### src/logic/lcm_pkg.sv
/*
  Shared types and constants of the look-up logic cell: mode codes,
  configuration and group-control carriers, state record and reset values.
  Assumes the importing modules run on one clock with one asynchronous reset.
*/
package lcm_pkg;

  // ----------------------------------------------------------------
  // Cell group geometry
  // ----------------------------------------------------------------
  localparam int unsigned LCM_GROUP_CELLS = 10;
  localparam int unsigned LCM_FIRST_POS   = 1;
  localparam int unsigned LCM_SECOND_POS  = 2;
  localparam int unsigned LCM_LUT_INPUTS  = 4;
  localparam int unsigned LCM_HALF_INPUTS = 3;
  localparam int unsigned LCM_MASK_W      = 16;
  localparam int unsigned LCM_HALF_W      = 8;
  localparam int unsigned LCM_ENA_COUNT   = 2;

  // ----------------------------------------------------------------
  // Emulation cost
  // ----------------------------------------------------------------
  localparam logic [1:0] LCM_EXTRA_CELLS_EMUL = 2'h3;
  localparam logic [1:0] LCM_EXTRA_CELLS_NONE = 2'h0;

  // ----------------------------------------------------------------
  // Operating modes
  // ----------------------------------------------------------------
  typedef enum logic [2:0] {
    LCM_MODE_NORMAL  = 3'h1,
    LCM_MODE_ARITH   = 3'h2,
    LCM_MODE_COUNTER = 3'h4
  } lcm_mode_t;

  // ----------------------------------------------------------------
  // Static configuration of one cell
  // ----------------------------------------------------------------
  typedef struct packed {
    lcm_mode_t        mode;
    logic [15:0]      lut_mask;
    logic             use_carry_in;
    logic             cascade_en;
    logic             cascade_or;
    logic             pack_en;
    logic             clk_sel;
    logic             fb_sel;
    logic             preset_en;
    logic             emul_en;
    logic             dev_reset_en;
  } lcm_cfg_t;

  // ----------------------------------------------------------------
  // Group-wide register controls, all active high
  // ----------------------------------------------------------------
  typedef struct packed {
    logic [1:0] clk_ena;
    logic       async_clr;
    logic       async_pre;
    logic       async_load;
    logic       sync_clr;
    logic       sync_load;
  } lcm_grp_t;

  // ----------------------------------------------------------------
  // Cell state record
  // ----------------------------------------------------------------
  typedef struct packed {
    logic [2:0] rst_sync;
    logic       rst_filt;
    logic       powered;
    logic       reg_val;
    logic       comb_val;
    logic       carry_val;
    logic       casc_val;
    logic       unknown;
    logic       mode_err;
    logic [1:0] extra_cells;
  } lcm_state_t;

  localparam logic [2:0] LCM_RST_SYNC_INIT = 3'h7;
  localparam lcm_state_t LCM_STATE_RST = '{
    rst_sync    : LCM_RST_SYNC_INIT,
    rst_filt    : 1'b1,
    powered     : 1'b0,
    reg_val     : 1'b0,
    comb_val    : 1'b0,
    carry_val   : 1'b0,
    casc_val    : 1'b0,
    unknown     : 1'b0,
    mode_err    : 1'b0,
    extra_cells : 2'h0
  };

endpackage : lcm_pkg

### src/logic/lcm_lut.sv
/*
  Generic look-up function: one output bit chosen from a truth-table mask.
  Assumes the mask is static configuration; purely combinational.
*/
`timescale 1ns/100ps

module lcm_lut
  import lcm_pkg::*;
#(
  parameter int unsigned N = 4
)
(
  input  wire logic [(2**N)-1:0] mask_i,
  input  wire logic [N-1:0]      sel_i,
  output logic                   out_o
);

  // ----------------------------------------------------------------
  // Parameter check
  // ----------------------------------------------------------------
  if ((N < 1) || (N > 6))
  begin : g_bad_n
    $error("lcm_lut: N must lie in 1..6");
  end

  // ----------------------------------------------------------------
  // Table lookup
  // ----------------------------------------------------------------
  always_comb
  begin
    out_o = mask_i[sel_i];
  end

endmodule : lcm_lut

### src/logic/lcm_cell.sv
/*
  One programmable logic cell: four-input look-up function, carry and
  cascade links, and one configurable register in normal, arithmetic or
  counter mode, with group-wide controls and a filtered device-wide reset.
  Assumes configuration and group controls come from logic on core_clk_i;
  only the device-wide reset comes from a pin.
*/
// Functional notes
// - Exactly one of normal, arithmetic or counter mode is active per cell.
// - Seven inputs: four data, register feedback, carry-in and cascade-in.
// - Register controls come from shared group-wide signals in every mode.
// - Group offers two clock enables; each cell register selects one.
// - Normal mode four-input lookup; carry-in or input c feeds one input.
// - Normal mode lookup output combines with cascade-in into cascade-out.
// - Normal mode packs unrelated register data, not when carry-in used.
// - Arithmetic mode: two three-input lookups give result and carry-out.
// - Arithmetic mode allows cascade and both registered and unregistered outputs.
// - Counter mode: enable, direction, sync clear and load; a, b steer.
// - Sync clear and load are group-wide and hit every register.
// - Counter uses count and carry functions, load mux, clear AND gate.
// - In counter mode sync clear or load override the cascade value.
// - Sync clear beats sync load when both asserted.
// - Inputs a and b steer counter or feedback except in second cell.
// - Only the first cell of a group has a feedback selector.
// - Native async clear; preset built by inversion around the clear.
// - Emulating preset plus clear or async load costs three cells.
// - Emulated preset-and-load registers are undefined after power-up, reset.
// - Enabled device-wide reset resets registers above every other control.
// - Preset registers show one while the device-wide reset is asserted.
// - Two clocks each tied to own enable; clock one uses enable one.
`timescale 1ns/100ps

module lcm_cell
  import lcm_pkg::*;
#(
  parameter int unsigned CELL_POS = 1
)
(
  input  wire logic      core_clk_i,
  input  wire logic      reset_i,
  input  wire lcm_cfg_t  cfg_i,
  input  wire lcm_grp_t  grp_i,
  input  wire logic      cell_input_a_i,
  input  wire logic      cell_input_b_i,
  input  wire logic      cell_input_c_i,
  input  wire logic      cell_input_d_i,
  input  wire logic      carry_in_i,
  input  wire logic      cascade_in_i,
  input  wire logic      device_wide_reset_low_i,
  output logic           comb_out_o,
  output logic           reg_out_o,
  output logic           carry_out_o,
  output logic           cascade_out_o,
  output logic           state_unknown_o,
  output logic           mode_err_o,
  output logic [1:0]     extra_cells_o
);

  // ----------------------------------------------------------------
  // Parameter check
  // ----------------------------------------------------------------
  if ((CELL_POS < 1) || (CELL_POS > LCM_GROUP_CELLS))
  begin : g_bad_pos
    $error("lcm_cell: CELL_POS must lie within the cell group");
  end

  // ----------------------------------------------------------------
  // Package geometry check
  // ----------------------------------------------------------------
  // The arithmetic split halves the full mask, one half per lookup
  if ((LCM_MASK_W != (32'h1 << LCM_LUT_INPUTS)) || (LCM_HALF_W != (32'h1 << LCM_HALF_INPUTS)))
  begin : g_bad_mask
    $error("lcm_cell: lookup mask widths do not fit the input counts");
  end

  if ((LCM_HALF_W + LCM_HALF_W) != LCM_MASK_W)
  begin : g_bad_split
    $error("lcm_cell: two half tables must fill the full mask");
  end

  // clk_sel is one bit, so only two enables can be told apart
  if (LCM_ENA_COUNT != 32'h2)
  begin : g_bad_ena
    $error("lcm_cell: the group must offer exactly two clock enables");
  end

  // Role decode compares against these positions, so they must differ
  if ((LCM_FIRST_POS == LCM_SECOND_POS) || (LCM_SECOND_POS > LCM_GROUP_CELLS))
  begin : g_bad_roles
    $error("lcm_cell: first and second cell positions are inconsistent");
  end

  localparam logic IS_FIRST  = (CELL_POS == LCM_FIRST_POS);
  localparam logic IS_SECOND = (CELL_POS == LCM_SECOND_POS);

  // ----------------------------------------------------------------
  // State
  // ----------------------------------------------------------------
  lcm_state_t st_q;
  lcm_state_t st_d;

  logic                  lut_a;
  logic                  lut_c;
  logic [LCM_LUT_INPUTS-1:0]  sel4;
  logic [LCM_HALF_INPUTS-1:0] sel3;
  logic                  lut4_out;
  logic                  sum_out;
  logic                  cry_out;

  // ----------------------------------------------------------------
  // Lookup input steering
  // ----------------------------------------------------------------
  // Feedback replaces input a only where the selector physically exists
  assign lut_a = (IS_FIRST && cfg_i.fb_sel) ? st_q.reg_val : cell_input_a_i;
  assign lut_c = cfg_i.use_carry_in ? carry_in_i : cell_input_c_i;
  assign sel4  = {cell_input_d_i, lut_c, cell_input_b_i, lut_a};
  assign sel3  = {carry_in_i, cell_input_b_i, lut_a};

  // ----------------------------------------------------------------
  // Lookup functions
  // ----------------------------------------------------------------
  lcm_lut #(
    .N      (LCM_LUT_INPUTS)
  ) u_lut4 (
    .mask_i (cfg_i.lut_mask),
    .sel_i  (sel4),
    .out_o  (lut4_out)
  );

  // Upper half of the mask computes the result, lower half the carry
  lcm_lut #(
    .N      (LCM_HALF_INPUTS)
  ) u_sum (
    .mask_i (cfg_i.lut_mask[LCM_MASK_W-1:LCM_HALF_W]),
    .sel_i  (sel3),
    .out_o  (sum_out)
  );

  lcm_lut #(
    .N      (LCM_HALF_INPUTS)
  ) u_cry (
    .mask_i (cfg_i.lut_mask[LCM_HALF_W-1:0]),
    .sel_i  (sel3),
    .out_o  (cry_out)
  );

  // ----------------------------------------------------------------
  // Next state
  // ----------------------------------------------------------------
  always_comb
  begin
    logic fn_val;
    logic casc_val;
    logic carry_val;
    logic reg_fn;
    logic cnt_en;
    logic cnt_up;
    logic toggle;
    logic count;
    logic ld_mux;
    logic sync_val;
    logic clk_ena;
    logic dev_rst;
    logic pre_ok;
    logic aload_ok;

    st_d      = st_q;
    fn_val    = 1'b0;
    casc_val  = 1'b0;
    carry_val = 1'b0;
    reg_fn    = st_q.reg_val;
    cnt_en    = 1'b0;
    cnt_up    = 1'b0;
    toggle    = 1'b0;
    count     = 1'b0;
    ld_mux    = 1'b0;
    sync_val  = 1'b0;
    clk_ena   = 1'b0;
    dev_rst   = 1'b0;
    pre_ok    = 1'b0;
    aload_ok  = 1'b0;

    // Pin reset filter: a level counts once the second and third stage agree
    st_d.rst_sync = {st_q.rst_sync[1:0], device_wide_reset_low_i};
    if (st_q.rst_sync[2] == st_q.rst_sync[1])
    begin
      st_d.rst_filt = st_q.rst_sync[2];
    end
    st_d.powered = 1'b1;

    // Cell function per mode
    st_d.mode_err = 1'b0;
    case (cfg_i.mode)
      LCM_MODE_NORMAL:
      begin
        fn_val = lut4_out;
        if (cfg_i.cascade_en)
        begin
          // OR link is the De Morgan form of the AND chain
          casc_val = cfg_i.cascade_or ? (fn_val | cascade_in_i) : (fn_val & cascade_in_i);
        end
        else
        begin
          casc_val = fn_val;
        end
        carry_val = 1'b0;
        // Packing sends input d to the register, and carry-in use forbids it
        if (cfg_i.pack_en && !cfg_i.use_carry_in)
        begin
          reg_fn = cell_input_d_i;
        end
        else
        begin
          reg_fn = casc_val;
        end
      end
      LCM_MODE_ARITH:
      begin
        fn_val = sum_out;
        if (cfg_i.cascade_en)
        begin
          casc_val = cfg_i.cascade_or ? (fn_val | cascade_in_i) : (fn_val & cascade_in_i);
        end
        else
        begin
          casc_val = fn_val;
        end
        carry_val = cry_out;
        reg_fn    = casc_val;
      end
      LCM_MODE_COUNTER:
      begin
        // Second cell has no free a and b for counter steering
        cnt_en    = IS_SECOND ? 1'b1 : cell_input_a_i;
        cnt_up    = IS_SECOND ? 1'b1 : cell_input_b_i;
        toggle    = cnt_en & carry_in_i;
        count     = st_q.reg_val ^ toggle;
        carry_val = toggle & (cnt_up ? st_q.reg_val : ~st_q.reg_val);
        fn_val    = count;
        if (cfg_i.cascade_en)
        begin
          casc_val = cfg_i.cascade_or ? (fn_val | cascade_in_i) : (fn_val & cascade_in_i);
        end
        else
        begin
          casc_val = fn_val;
        end
        reg_fn = casc_val;
      end
      default:
      begin
        // Not one-hot: outputs quiet, register holds unless a group control or device reset acts
        st_d.mode_err = 1'b1;
        fn_val        = 1'b0;
        casc_val      = 1'b0;
        carry_val     = 1'b0;
        reg_fn        = st_q.reg_val;
      end
    endcase

    st_d.comb_val  = casc_val;
    st_d.casc_val  = casc_val;
    st_d.carry_val = carry_val;

    // Sync load mux then clear gate, so clear wins and cascade loses
    ld_mux   = grp_i.sync_load ? cell_input_c_i : reg_fn;
    sync_val = ld_mux & ~grp_i.sync_clr;

    // Clock select fixes the enable too, so the pair never splits
    clk_ena = grp_i.clk_ena[cfg_i.clk_sel];

    // Async controls; preset needs the inversion, async load the emulation
    dev_rst  = cfg_i.dev_reset_en & ~st_q.rst_filt;
    pre_ok   = cfg_i.preset_en | cfg_i.emul_en;
    aload_ok = cfg_i.emul_en;

    if (dev_rst)
    begin
      // Inverted storage makes a preset register read one here
      st_d.reg_val = cfg_i.preset_en;
      st_d.unknown = cfg_i.emul_en;
    end
    else if (grp_i.async_clr)
    begin
      st_d.reg_val = 1'b0;
      st_d.unknown = 1'b0;
    end
    else if (grp_i.async_pre && pre_ok)
    begin
      st_d.reg_val = 1'b1;
      st_d.unknown = 1'b0;
    end
    else if (grp_i.async_load && aload_ok)
    begin
      st_d.reg_val = cell_input_c_i;
      st_d.unknown = 1'b0;
    end
    else if (clk_ena)
    begin
      st_d.reg_val = sync_val;
      if (grp_i.sync_clr || grp_i.sync_load)
      begin
        st_d.unknown = 1'b0;
      end
    end

    // First cycle after power-up: emulated register has no defined value
    if (!st_q.powered && cfg_i.emul_en)
    begin
      st_d.unknown = 1'b1;
    end
    else if (!cfg_i.emul_en)
    begin
      st_d.unknown = 1'b0;
    end

    st_d.extra_cells = cfg_i.emul_en ? LCM_EXTRA_CELLS_EMUL : LCM_EXTRA_CELLS_NONE;
  end

  // ----------------------------------------------------------------
  // State register
  // ----------------------------------------------------------------
  always_ff @(posedge core_clk_i or posedge reset_i)
  begin
    if (reset_i)
    begin
      st_q <= LCM_STATE_RST;
    end
    else
    begin
      st_q <= st_d;
    end
  end

  // ----------------------------------------------------------------
  // Outputs
  // ----------------------------------------------------------------
  // Chain outputs are registered, so each cell adds one cycle of latency
  assign comb_out_o      = st_q.comb_val;
  assign reg_out_o       = st_q.reg_val;
  assign carry_out_o     = st_q.carry_val;
  assign cascade_out_o   = st_q.casc_val;
  assign state_unknown_o = st_q.unknown;
  assign mode_err_o      = st_q.mode_err;
  assign extra_cells_o   = st_q.extra_cells;

endmodule : lcm_cell

### config.mk
export PLATFORM = sky130hd
export DESIGN_NAME = lcm_cell
export DESIGN_NICKNAME = d
export VERILOG_FILES = /design/src/logic/lcm_pkg.sv /design/src/logic/lcm_lut.sv /design/src/logic/lcm_cell.sv
export SDC_FILE = /design/constraint.sdc
export NUM_CORES = 1
export LEC_CHECK = 0
export BUFFER_PORTS_ARGS = -buffer_cell sky130_fd_sc_hd__buf_2
export CELL_PAD_IN_SITES_DETAIL_PLACEMENT = 1
export CELL_PAD_IN_SITES_GLOBAL_PLACEMENT = 2
export CORE_ASPECT_RATIO = 0.9
export CORE_MARGIN = 4
export CORE_UTILIZATION = 20
export CTS_CLUSTER_DIAMETER = 120
export DETAILED_ROUTE_END_ITERATION = 16
export HOLD_SLACK_MARGIN = 0.03
export PLACE_DENSITY_LB_ADDON = 0.08
export SLEW_MARGIN = 40
export SYNTH_ARGS = -nofsm -noshare
export SYNTH_HDL_FRONTEND = slang
export SYNTH_SLANG_ARGS = --single-unit
export TNS_END_PERCENT = 10
### constraint.sdc
create_clock -name core_clk_i -period 1.95 [get_ports core_clk_i]
set_clock_uncertainty 0.2 [all_clocks]
set_input_delay 0.195 -clock core_clk_i [delete_from_list [all_inputs] [get_ports core_clk_i]]
set_output_delay 0.195 -clock core_clk_i [all_outputs]
set_load 0.01 [all_outputs]
==> metrics.csv, run 1 <==
metric;value;unit
Sw Share;27.92;%
share of cells above drive strength 1;48.00;%
DR WL/cell;14.65;microns
pin count of the biggest net entering global routing;12;
register area share after synthesis;33.04;%
vias in the first global route;979;
Crit. End Element;flip-flop;
Met1 Wirelength;1396;microns
Critical Path RT;1860;ps
#FFs+latches synth;11;
H-tree depth;1;
PD cells;557.4;mW/mm^2
DRT Pass-1 Iters;4;
remaining antenna violation count;0;
Die ar.;0.005349;sq mm
Comb power frac;31.7;%
detailed placement HPWL;2531;microns
Clk network pwr share;31.9;%
CTS tree;built;
top post-synthesis cells by area;dfrtp_1 (21%), dfstp_2 (12%), mux4_1 (6.2%);
CP arrival;2100;ps
first-pass GRT wire length;4830;microns
crit start category;flip-flop;
DIE HEIGHT;69.79;microns
Slew Limit Fails;0;
DP Area;0.001172;sq mm
endpoints failing hold;0;
Syn-to-layout area delta;49.85;%
run status;complete, but fails checks;
Post-synth EDFFs;0;
Worst Setup EP;reg_out_o;
final antenna diode count;0;
reg2reg path depth;6;
Slew Limit Headroom;67.41;%
Initial Utilization;20.82;%
core area;0.004074;sq mm
reg2reg start;reg_out_o;
die width;76.65;microns
count of final setup violators;3;
Tot GR Track Use;11.15;%
yosys warns;0;
failing checks;setup timing;
routed via count;923;
final core utilization;31.20;%
area leader, netlist;dfrtp_1;
DRT iter0 DRCs;24;
Worst R2R End;reg_out_o;
initial antenna violation count;0;
Worst-path clk slew;50;ps
# IOs;52;
Post-Route WL;2901;microns
count leader, synth;nor2_1;
top cells by count, synth;nor2_1 (9), dfrtp_1 (7), a21oi_1 (5), inv_1 (5), nand2b_1 (5);
total global routing overflow;0;
mapped cell area;848.3;sq um
setup ws final;-239.1;ps
min-delay src;cfg_i[2];
total clock sinks;11;
Root Buffer Master;clkbuf_8;
Max IR drop VDD;162.7;uV
r2r setup slk;-240;ps
Crit Path Max Fanout;4;
Total Nets Final;195;
sequential power share;36.4;%
internal power;510.8;uW
Worst Setup SP;reg_out_o;
Syn Area/Cell;9.532;sq um
fill count;510;
num rows;22;
highest metal used;met4;
worst min path class;primary input to flip-flop;
Max-Cap Viols;0;
worst skew pair latency;230;ps
P_sw;197.8;uW
top cell type's share of synthesized area;20.65;%
Tcrit/Tclk final;112.3;%
Residual DRC;0;
f_max;0.4568;GHz
worst-case clock buffer depth;2;
Period minus WS final;2189;ps
Leakage Power;0.0006221;uW
distinct cell type count after synthesis;38;
total CTS buffers;3;
met3 wire len;102;microns
IO buf count;51;
post-DR vias/cell;4.662;
critical path type;flip-flop to flip-flop;
async set-reset flop share out of synthesis;100.0;%
metal2 WL;1366;microns
GPL Wtd Cong;0.7097;
cells after synthesis;89;
Primary FF master, synth;dfrtp_1;
Final Instance Area;0.001271;sq mm
Slew @ Worst Pin;476.5;ps
syn nets;133;
unrepaired setup endpoints after global routing;yes;
-- final cells by class --
class                   instances  area, sq um  area share, %
clock buffers                   4        45.04          3.543
inverters                       5        18.77          1.476
multi-input cells              70        533.0          41.93
flip-flops and latches         11        281.5          22.15
well taps                      48        60.06          4.724
repair buffers                 60        332.8          26.18
-- timing repair --
| action | 4_1_cts | 5_1_grt |
|---|---|---|
| setup buffers | 1 | 0 |
| hold buffers | 4 | 0 |
| endpoints found under the hold margin | 10 | 0 |
| setup endpoints to repair | 3 | 3 |
| pin swaps | 3 | 3 |
| gates resized for setup | 0 | 1 |
-- state kept, by name, summed over array words and instances, names as in the netlist --
| signal | cells |
|---|---|
| mode_err_o | 1 |
| extra_cells_o | 1 |
| carry_out_o | 1 |
| reg_out_o | 1 |
| st_d | 2 |
| st_q | 3 |
| state_unknown_o | 1 |
| cascade_out_o | 1 |
-- worst max-delay path: stages (launching register included) --
cell and delay (ps):
dfrtp_2 390, mux2_4 300, mux4_2 440, a222oi_1 360, a21o_1 180, o211a_1 140, o21ai_1 50
-- power groups by stage --
stage                     Combinational, uW  Clock (uW)  Sequential, uW
after detailed placement                215           0             261
after floorplan                         109           0             267
after global placement                  211           0             261
after global routing                    249         255             260
after CTS                               226         239             258
final                                   225         226             258
-- logic make-up after synthesis --
kind of cell    synth area share [%]
buf+inv                        4.867
simple gates                   20.95
flops                          33.04
fa+ha+maj                      1.180
other cells                   0.4421
xor+xnor                       1.033
compound gates                 19.03
mux                            19.47
-- cells in the final DEF, fill, tap and decap left out, drive strengths merged, types with 2 or more instances in the layout --
master	instances
a21boi	2
nor2b	3
clkbuf	4
nand2	4
a21oi	5
nand2b	5
dfrtp	7
nor3	3
dfstp	4
buf	56
mux2i	3
nor2	9
mux2	3
dlygate4sd3	4
o21ai	4
inv	5
nand3	4
mux4	4
a21o	3
-- worst min path at each step --
stage,to,slack [ps],depth (start not counted)
after global placement,carry_out_o,9,2
after CTS,reg_out_o,40,3
final,reg_out_o,40,3
after floorplan,carry_out_o,-160,1
after detailed placement,carry_out_o,20,2
after global routing,state_unknown_o,50,2
-- routing by layer --
layer  up-vias  global-route usage, %
met5         -                      0
met4         0                  4.829
met3         2                  1.169
met2        28                  18.15
met1       436                  14.93
li1        457                      -
-- stage by stage --
stage | total power (uW) | setup slack (ps) | setup TNS (ps) | hold WS [ps] | instances
2_1_floorplan | 375.9 | -201.4 | -407.2 | -155.5 | 89
3_3_place_gp | 472.3 | -235.5 | -584.5 | 9.326 | 189
3_5_place_dp | 476.6 | -258.1 | -618.9 | 21.97 | 189
4_1_cts | 723.2 | -263.6 | -650.9 | 36.09 | 198
5_1_grt | 764.5 | -319.4 | -805.7 | 51.94 | 198
6_report | 708.5 | -239.1 | -566.1 | 37.83 | 198
Note: power is estimated with default switching activity, not from simulation.
==> inputs of run 2 (changes only) <==
--- a/config.mk
+++ b/config.mk
@@ -7,10 +7,10 @@
 export LEC_CHECK = 0
 export BUFFER_PORTS_ARGS = -buffer_cell sky130_fd_sc_hd__buf_2
 export CELL_PAD_IN_SITES_DETAIL_PLACEMENT = 1
-export CELL_PAD_IN_SITES_GLOBAL_PLACEMENT = 2
+export CELL_PAD_IN_SITES_GLOBAL_PLACEMENT = 1
 export CORE_ASPECT_RATIO = 0.9
 export CORE_MARGIN = 4
-export CORE_UTILIZATION = 20
+export CORE_UTILIZATION = 27
 export CTS_CLUSTER_DIAMETER = 120
 export DETAILED_ROUTE_END_ITERATION = 16
 export HOLD_SLACK_MARGIN = 0.03
==> metrics.csv, run 2 (synthesized netlist as in run 1, its figures left out) <==
metric;value;unit
Max-Cap Viols;0;
DRT Pass-1 Iters;4;
core area;0.003043;sq mm
Reg with most FFs;st_q;
initial antenna violation count;0;
commonest non-fill, non-tap cell in the layout;buf_2;
Non-Filler Instances;191;
Crit Path Max Fanout;4;
run status;complete, but fails checks;
most frequent cells in the layout;buf_2 (51), nor2_1 (9), dfrtp_1 (6);
die width;67.09;microns
DP Area;0.001157;sq mm
endpoints failing hold;0;
H-tree depth;1;
Inst Count DP;182;
crit start category;flip-flop;
f_max;0.4521;GHz
Setup Total Neg Slack;-586.7;ps
post-DR vias/cell;4.775;
final antenna diode count;0;
Root Buffer Master;clkbuf_4;
critical path type;flip-flop to flip-flop;
vias in the first global route;953;
unrepaired setup endpoints after global routing;yes;
DRT iter0 DRCs;33;
Tcrit/Tclk final;113.4;%
setup ws final;-261.8;ps
Syn-to-layout area delta;46.02;%
max reg flops;3;
DR WL/cell;12.92;microns
Total Nets Final;194;
worst-case clock buffer depth;2;
CTS tree;built;
Tot GR Track Use;13.28;%
Post-Route WL;2467;microns
Slew Limit Fails;0;
Critical Path RT;1890;ps
Residual DRC;0;
Die ar.;0.004104;sq mm
DIE HEIGHT;61.18;microns
Crit. End Element;flip-flop;
Initial Utilization;27.88;%
total clock sinks;11;
# IOs;52;
GPL Wtd Cong;0.7313;
Max IR drop VDD;204.3;uV
reg2reg start;reg_out_o;
worst skew pair latency;250;ps
detailed placement HPWL;2224;microns
PD cells;493.8;mW/mm^2
share of cells above drive strength 1;46.98;%
fill count;398;
area of the multi-input gates;531.8;sq um
Leakage Power;0.0006148;uW
Worst-path clk slew;60;ps
IO buf count;51;
register area;281.5;sq um
worst min path class;primary input to flip-flop;
remaining antenna violation count;0;
Worst Setup SP;reg_out_o;
count of final setup violators;3;
failing checks;setup timing;
Final Instance Area;0.001239;sq mm
Period minus WS final;2212;ps
routed via count;912;
total global routing overflow;0;
CP arrival;2150;ps
pin count of the biggest net entering global routing;12;
total CTS buffers;3;
# Post-CTS Setup Buffers;0;
num rows;19;
min-delay src;cfg_i[26];
first-pass GRT wire length;4160;microns
-- run 2: cell types whose count changed in the layout (fill, tap and decap cells not counted), sizes merged --
cell / previous run / this run
buf: 56 / 54
dlygate4sd3: 4 / 5
-- run 2: cell type report --
class	count	area share (%)
multi-input combinational	70	42.93
timing repair buffer	59	26.46
sequential	11	22.73
tap	42	4.242
clock buffer	4	2.121
inverter	5	1.515
-- run 2: metal layers --
metal,vias up,global-route usage [%],share of wire (%)
met5,-,0,0
met4,0,2.601,0
met3,0,2.555,8.0
met2,35,24.23,53
met1,425,16.44,39
li1,452,-,-
-- run 2: path summary, 6_finish.rpt --
kind                       slack, ps             to  depth (start not counted)
min in group asynchronous        270  cascade_out_o                          3
max in group asynchronous        960        st_q[9]                          3
setup reg to reg                -260      reg_out_o                          6
hold / removal                    70    carry_out_o                          3
setup / recovery                -260      reg_out_o                          6
hold reg to reg                  160       st_d[12]                          0
-- run 2: repair_timing --
item	in CTS	in global routing
hold buffers	5	0
resized for setup	1	0
setup endpoints to repair	3	3
pin swaps	1	0
endpoints found under the hold margin	16	0
-- run 2: worst max-delay path, cell delays in order, from the launching register on --
cell and delay, ps:
dfrtp_2 410, mux2_4 300, mux4_2 440, a222oi_1 340, a21o_1 190, o211a_1 160, o21ai_1 50
-- run 2: through the flow --
step / util, % / power (uW) / setup slack [ps] / hold WS, ps
2_1_floorplan: - / 375.9 / -201.4 / -155.5
3_3_place_gp: 38.03 / 464.3 / -224.3 / -3.674
3_5_place_dp: 38.03 / 469.9 / -229.7 / 0.2072
4_1_cts: 40.71 / 629.1 / -263.7 / 56.39
5_1_grt: 40.71 / 668.1 / -332.7 / 92.65
6_report: 40.71 / 611.6 / -261.8 / 68.57
-- run 2: report_power, final --
part	internal [uW]	total, uW	switching, uW
Combinational	114	213	99.0
Clock	78.7	141	62.6
Sequential	249	257	7.54
Total	442	612	169
==> inputs of run 3 (changes only) <==
--- a/config.mk
+++ b/config.mk
@@ -8,7 +8,6 @@
 export BUFFER_PORTS_ARGS = -buffer_cell sky130_fd_sc_hd__buf_2
 export CELL_PAD_IN_SITES_DETAIL_PLACEMENT = 1
 export CELL_PAD_IN_SITES_GLOBAL_PLACEMENT = 1
-export CORE_ASPECT_RATIO = 0.9
 export CORE_MARGIN = 4
 export CORE_UTILIZATION = 27
 export CTS_CLUSTER_DIAMETER = 120
==> constraint.sdc (replaced) <==
create_clock -name core_clk_i -period 2.01 [get_ports core_clk_i]
set_clock_uncertainty 0.2 [all_clocks]
set_input_delay 0.201 -clock core_clk_i [delete_from_list [all_inputs] [get_ports core_clk_i]]
set_output_delay 0.201 -clock core_clk_i [all_outputs]
set_load 0.01 [all_outputs]
==> metrics.csv, run 3 (synthesized netlist as in run 1, its figures left out) <==
metric;value;unit
DIE HEIGHT;64.05;microns
Syn-to-layout area delta;48.53;%
fill count;385;
post-DR vias/cell;4.867;
DRT iter0 DRCs;37;
Leakage Power;0.0006258;uW
worst skew pair latency;270;ps
DR WL/cell;13.83;microns
Tcrit/Tclk final;110.9;%
Initial Utilization;28.02;%
Comb power frac;34.9;%
reg2reg path depth;6;
first-pass GRT wire length;4471;microns
Clk network pwr share;25.2;%
PD cells;494.7;mW/mm^2
P_sw;187.2;uW
commonest non-fill, non-tap cell in the layout;buf_2;
f_max;0.4488;GHz
Final Instance Area;0.001260;sq mm
IO buf count;51;
Max IR drop VDD;232.3;uV
GPL Wtd Cong;0.7582;
# IOs;52;
sequential power share;40.0;%
Slew @ Worst Pin;544.3;ps
setup ws final;-218.3;ps
final antenna diode count;0;
detailed placement HPWL;2336;microns
initial antenna violation count;0;
area of the multi-input gates;535.5;sq um
num rows;20;
remaining antenna violation count;0;
Slew Limit Headroom;63.26;%
most frequent cells in the layout;buf_2 (51), nor2_1 (9), dfrtp_1 (6);
endpoints failing hold;0;
critical path type;flip-flop to flip-flop;
Max-Cap Viols;0;
share of cells above drive strength 1;49.01;%
Crit. End Element;flip-flop;
routed via count;949;
DRT Pass-1 Iters;5;
die width;64.05;microns
Inst Count DP;186;
Total Nets Final;196;
crit start category;flip-flop;
Non-Filler Instances;195;
Residual DRC;0;
register area;281.5;sq um
pin count of the biggest net entering global routing;12;
core area;0.003028;sq mm
internal power;436.1;uW
Tot GR Track Use;13.85;%
worst min path class;primary input to flip-flop;
hold path depth;3;
Sw Share;30.04;%
minimum hold slack;42.78;ps
# Post-CTS Setup Buffers;0;
dpl ws;-189.4;ps
DP Area;0.001175;sq mm
total clock sinks;11;
Critical Path RT;1970;ps
CTS tree;built;
Post-Route WL;2697;microns
Crit Path Max Fanout;4;
Root Buffer Master;clkbuf_4;
Reg with most FFs;st_q;
count of final setup violators;3;
run status;complete, but fails checks;
max reg flops;3;
H-tree depth;1;
vias in the first global route;995;
worst-case clock buffer depth;2;
total CTS buffers;3;
Worst-path clk slew;80;ps
failing checks;setup timing;
Die ar.;0.004102;sq mm
CP arrival;2190;ps
total power;623.3;uW
Slew Limit Fails;0;
unrepaired setup endpoints after global routing;yes;
Period minus WS final;2228;ps
total global routing overflow;0;
==> run 3: worst paths after layout <==
check	start	endpoint	slack (ps)
max	reg_out_o	reg_out_o	-220
min	cfg_i[26]	carry_out_o	40
max reg2reg	reg_out_o	reg_out_o	-220
min reg2reg	st_d[11]	st_d[12]	160
max in group asynchronous	reset_i	st_q[9]	990
min in group asynchronous	reset_i	carry_out_o	280
==> run 3: worst max-delay path: stages (launching register included) <==
cell and delay (ps):
dfrtp_2 410, mux2_4 300, mux4_2 450, a222oi_1 350, a21o_1 180, o211a_1 170
o21ai_2 60
==> run 3: per-layer routing <==
layer  track usage [%]  vias up  wire, microns
met1             15.73      449           1074
met3             3.163        2            181
met4             4.852        0             27
li1                  -      454              -
met5                 0        -              0
met2             25.03       44           1414
==> run 3: layout make-up <==
class / instances / share of cell area, %
Tap cell: 44 / 4.369
Timing Repair Buffer: 61 / 27.21
Clock buffer: 4 / 2.085
Sequential cell: 11 / 22.34
Inverter: 5 / 1.490
Multi-Input combinational cell: 70 / 42.50
==> run 3: metrics by stage <==
step | setup TNS (ps) | util (%)
2_1_floorplan | -253.5 | -
3_3_place_gp | -399.2 | 38.80
3_5_place_dp | -473.5 | 38.80
4_1_cts | -483.2 | 41.61
5_1_grt | -726.5 | 41.61
6_report | -463.1 | 41.61
==> run 3: timing repair <==
item / 4_1_cts / 5_1_grt
hold buffers: 5 / 0
gates resized for setup: 4 / 0
pin swaps: 2 / 0
endpoints found under the setup margin: 3 / 3
endpoints found under the hold margin: 12 / 0
==> run 3: power by group through the flow <==
stage	combinational (uW)	clock [uW]	sequential, uW
after detailed placement	208	0	254
after CTS	222	166	250
after global placement	202	0	253
after floorplan	105	0	259
final	217	157	249
after global routing	242	174	251
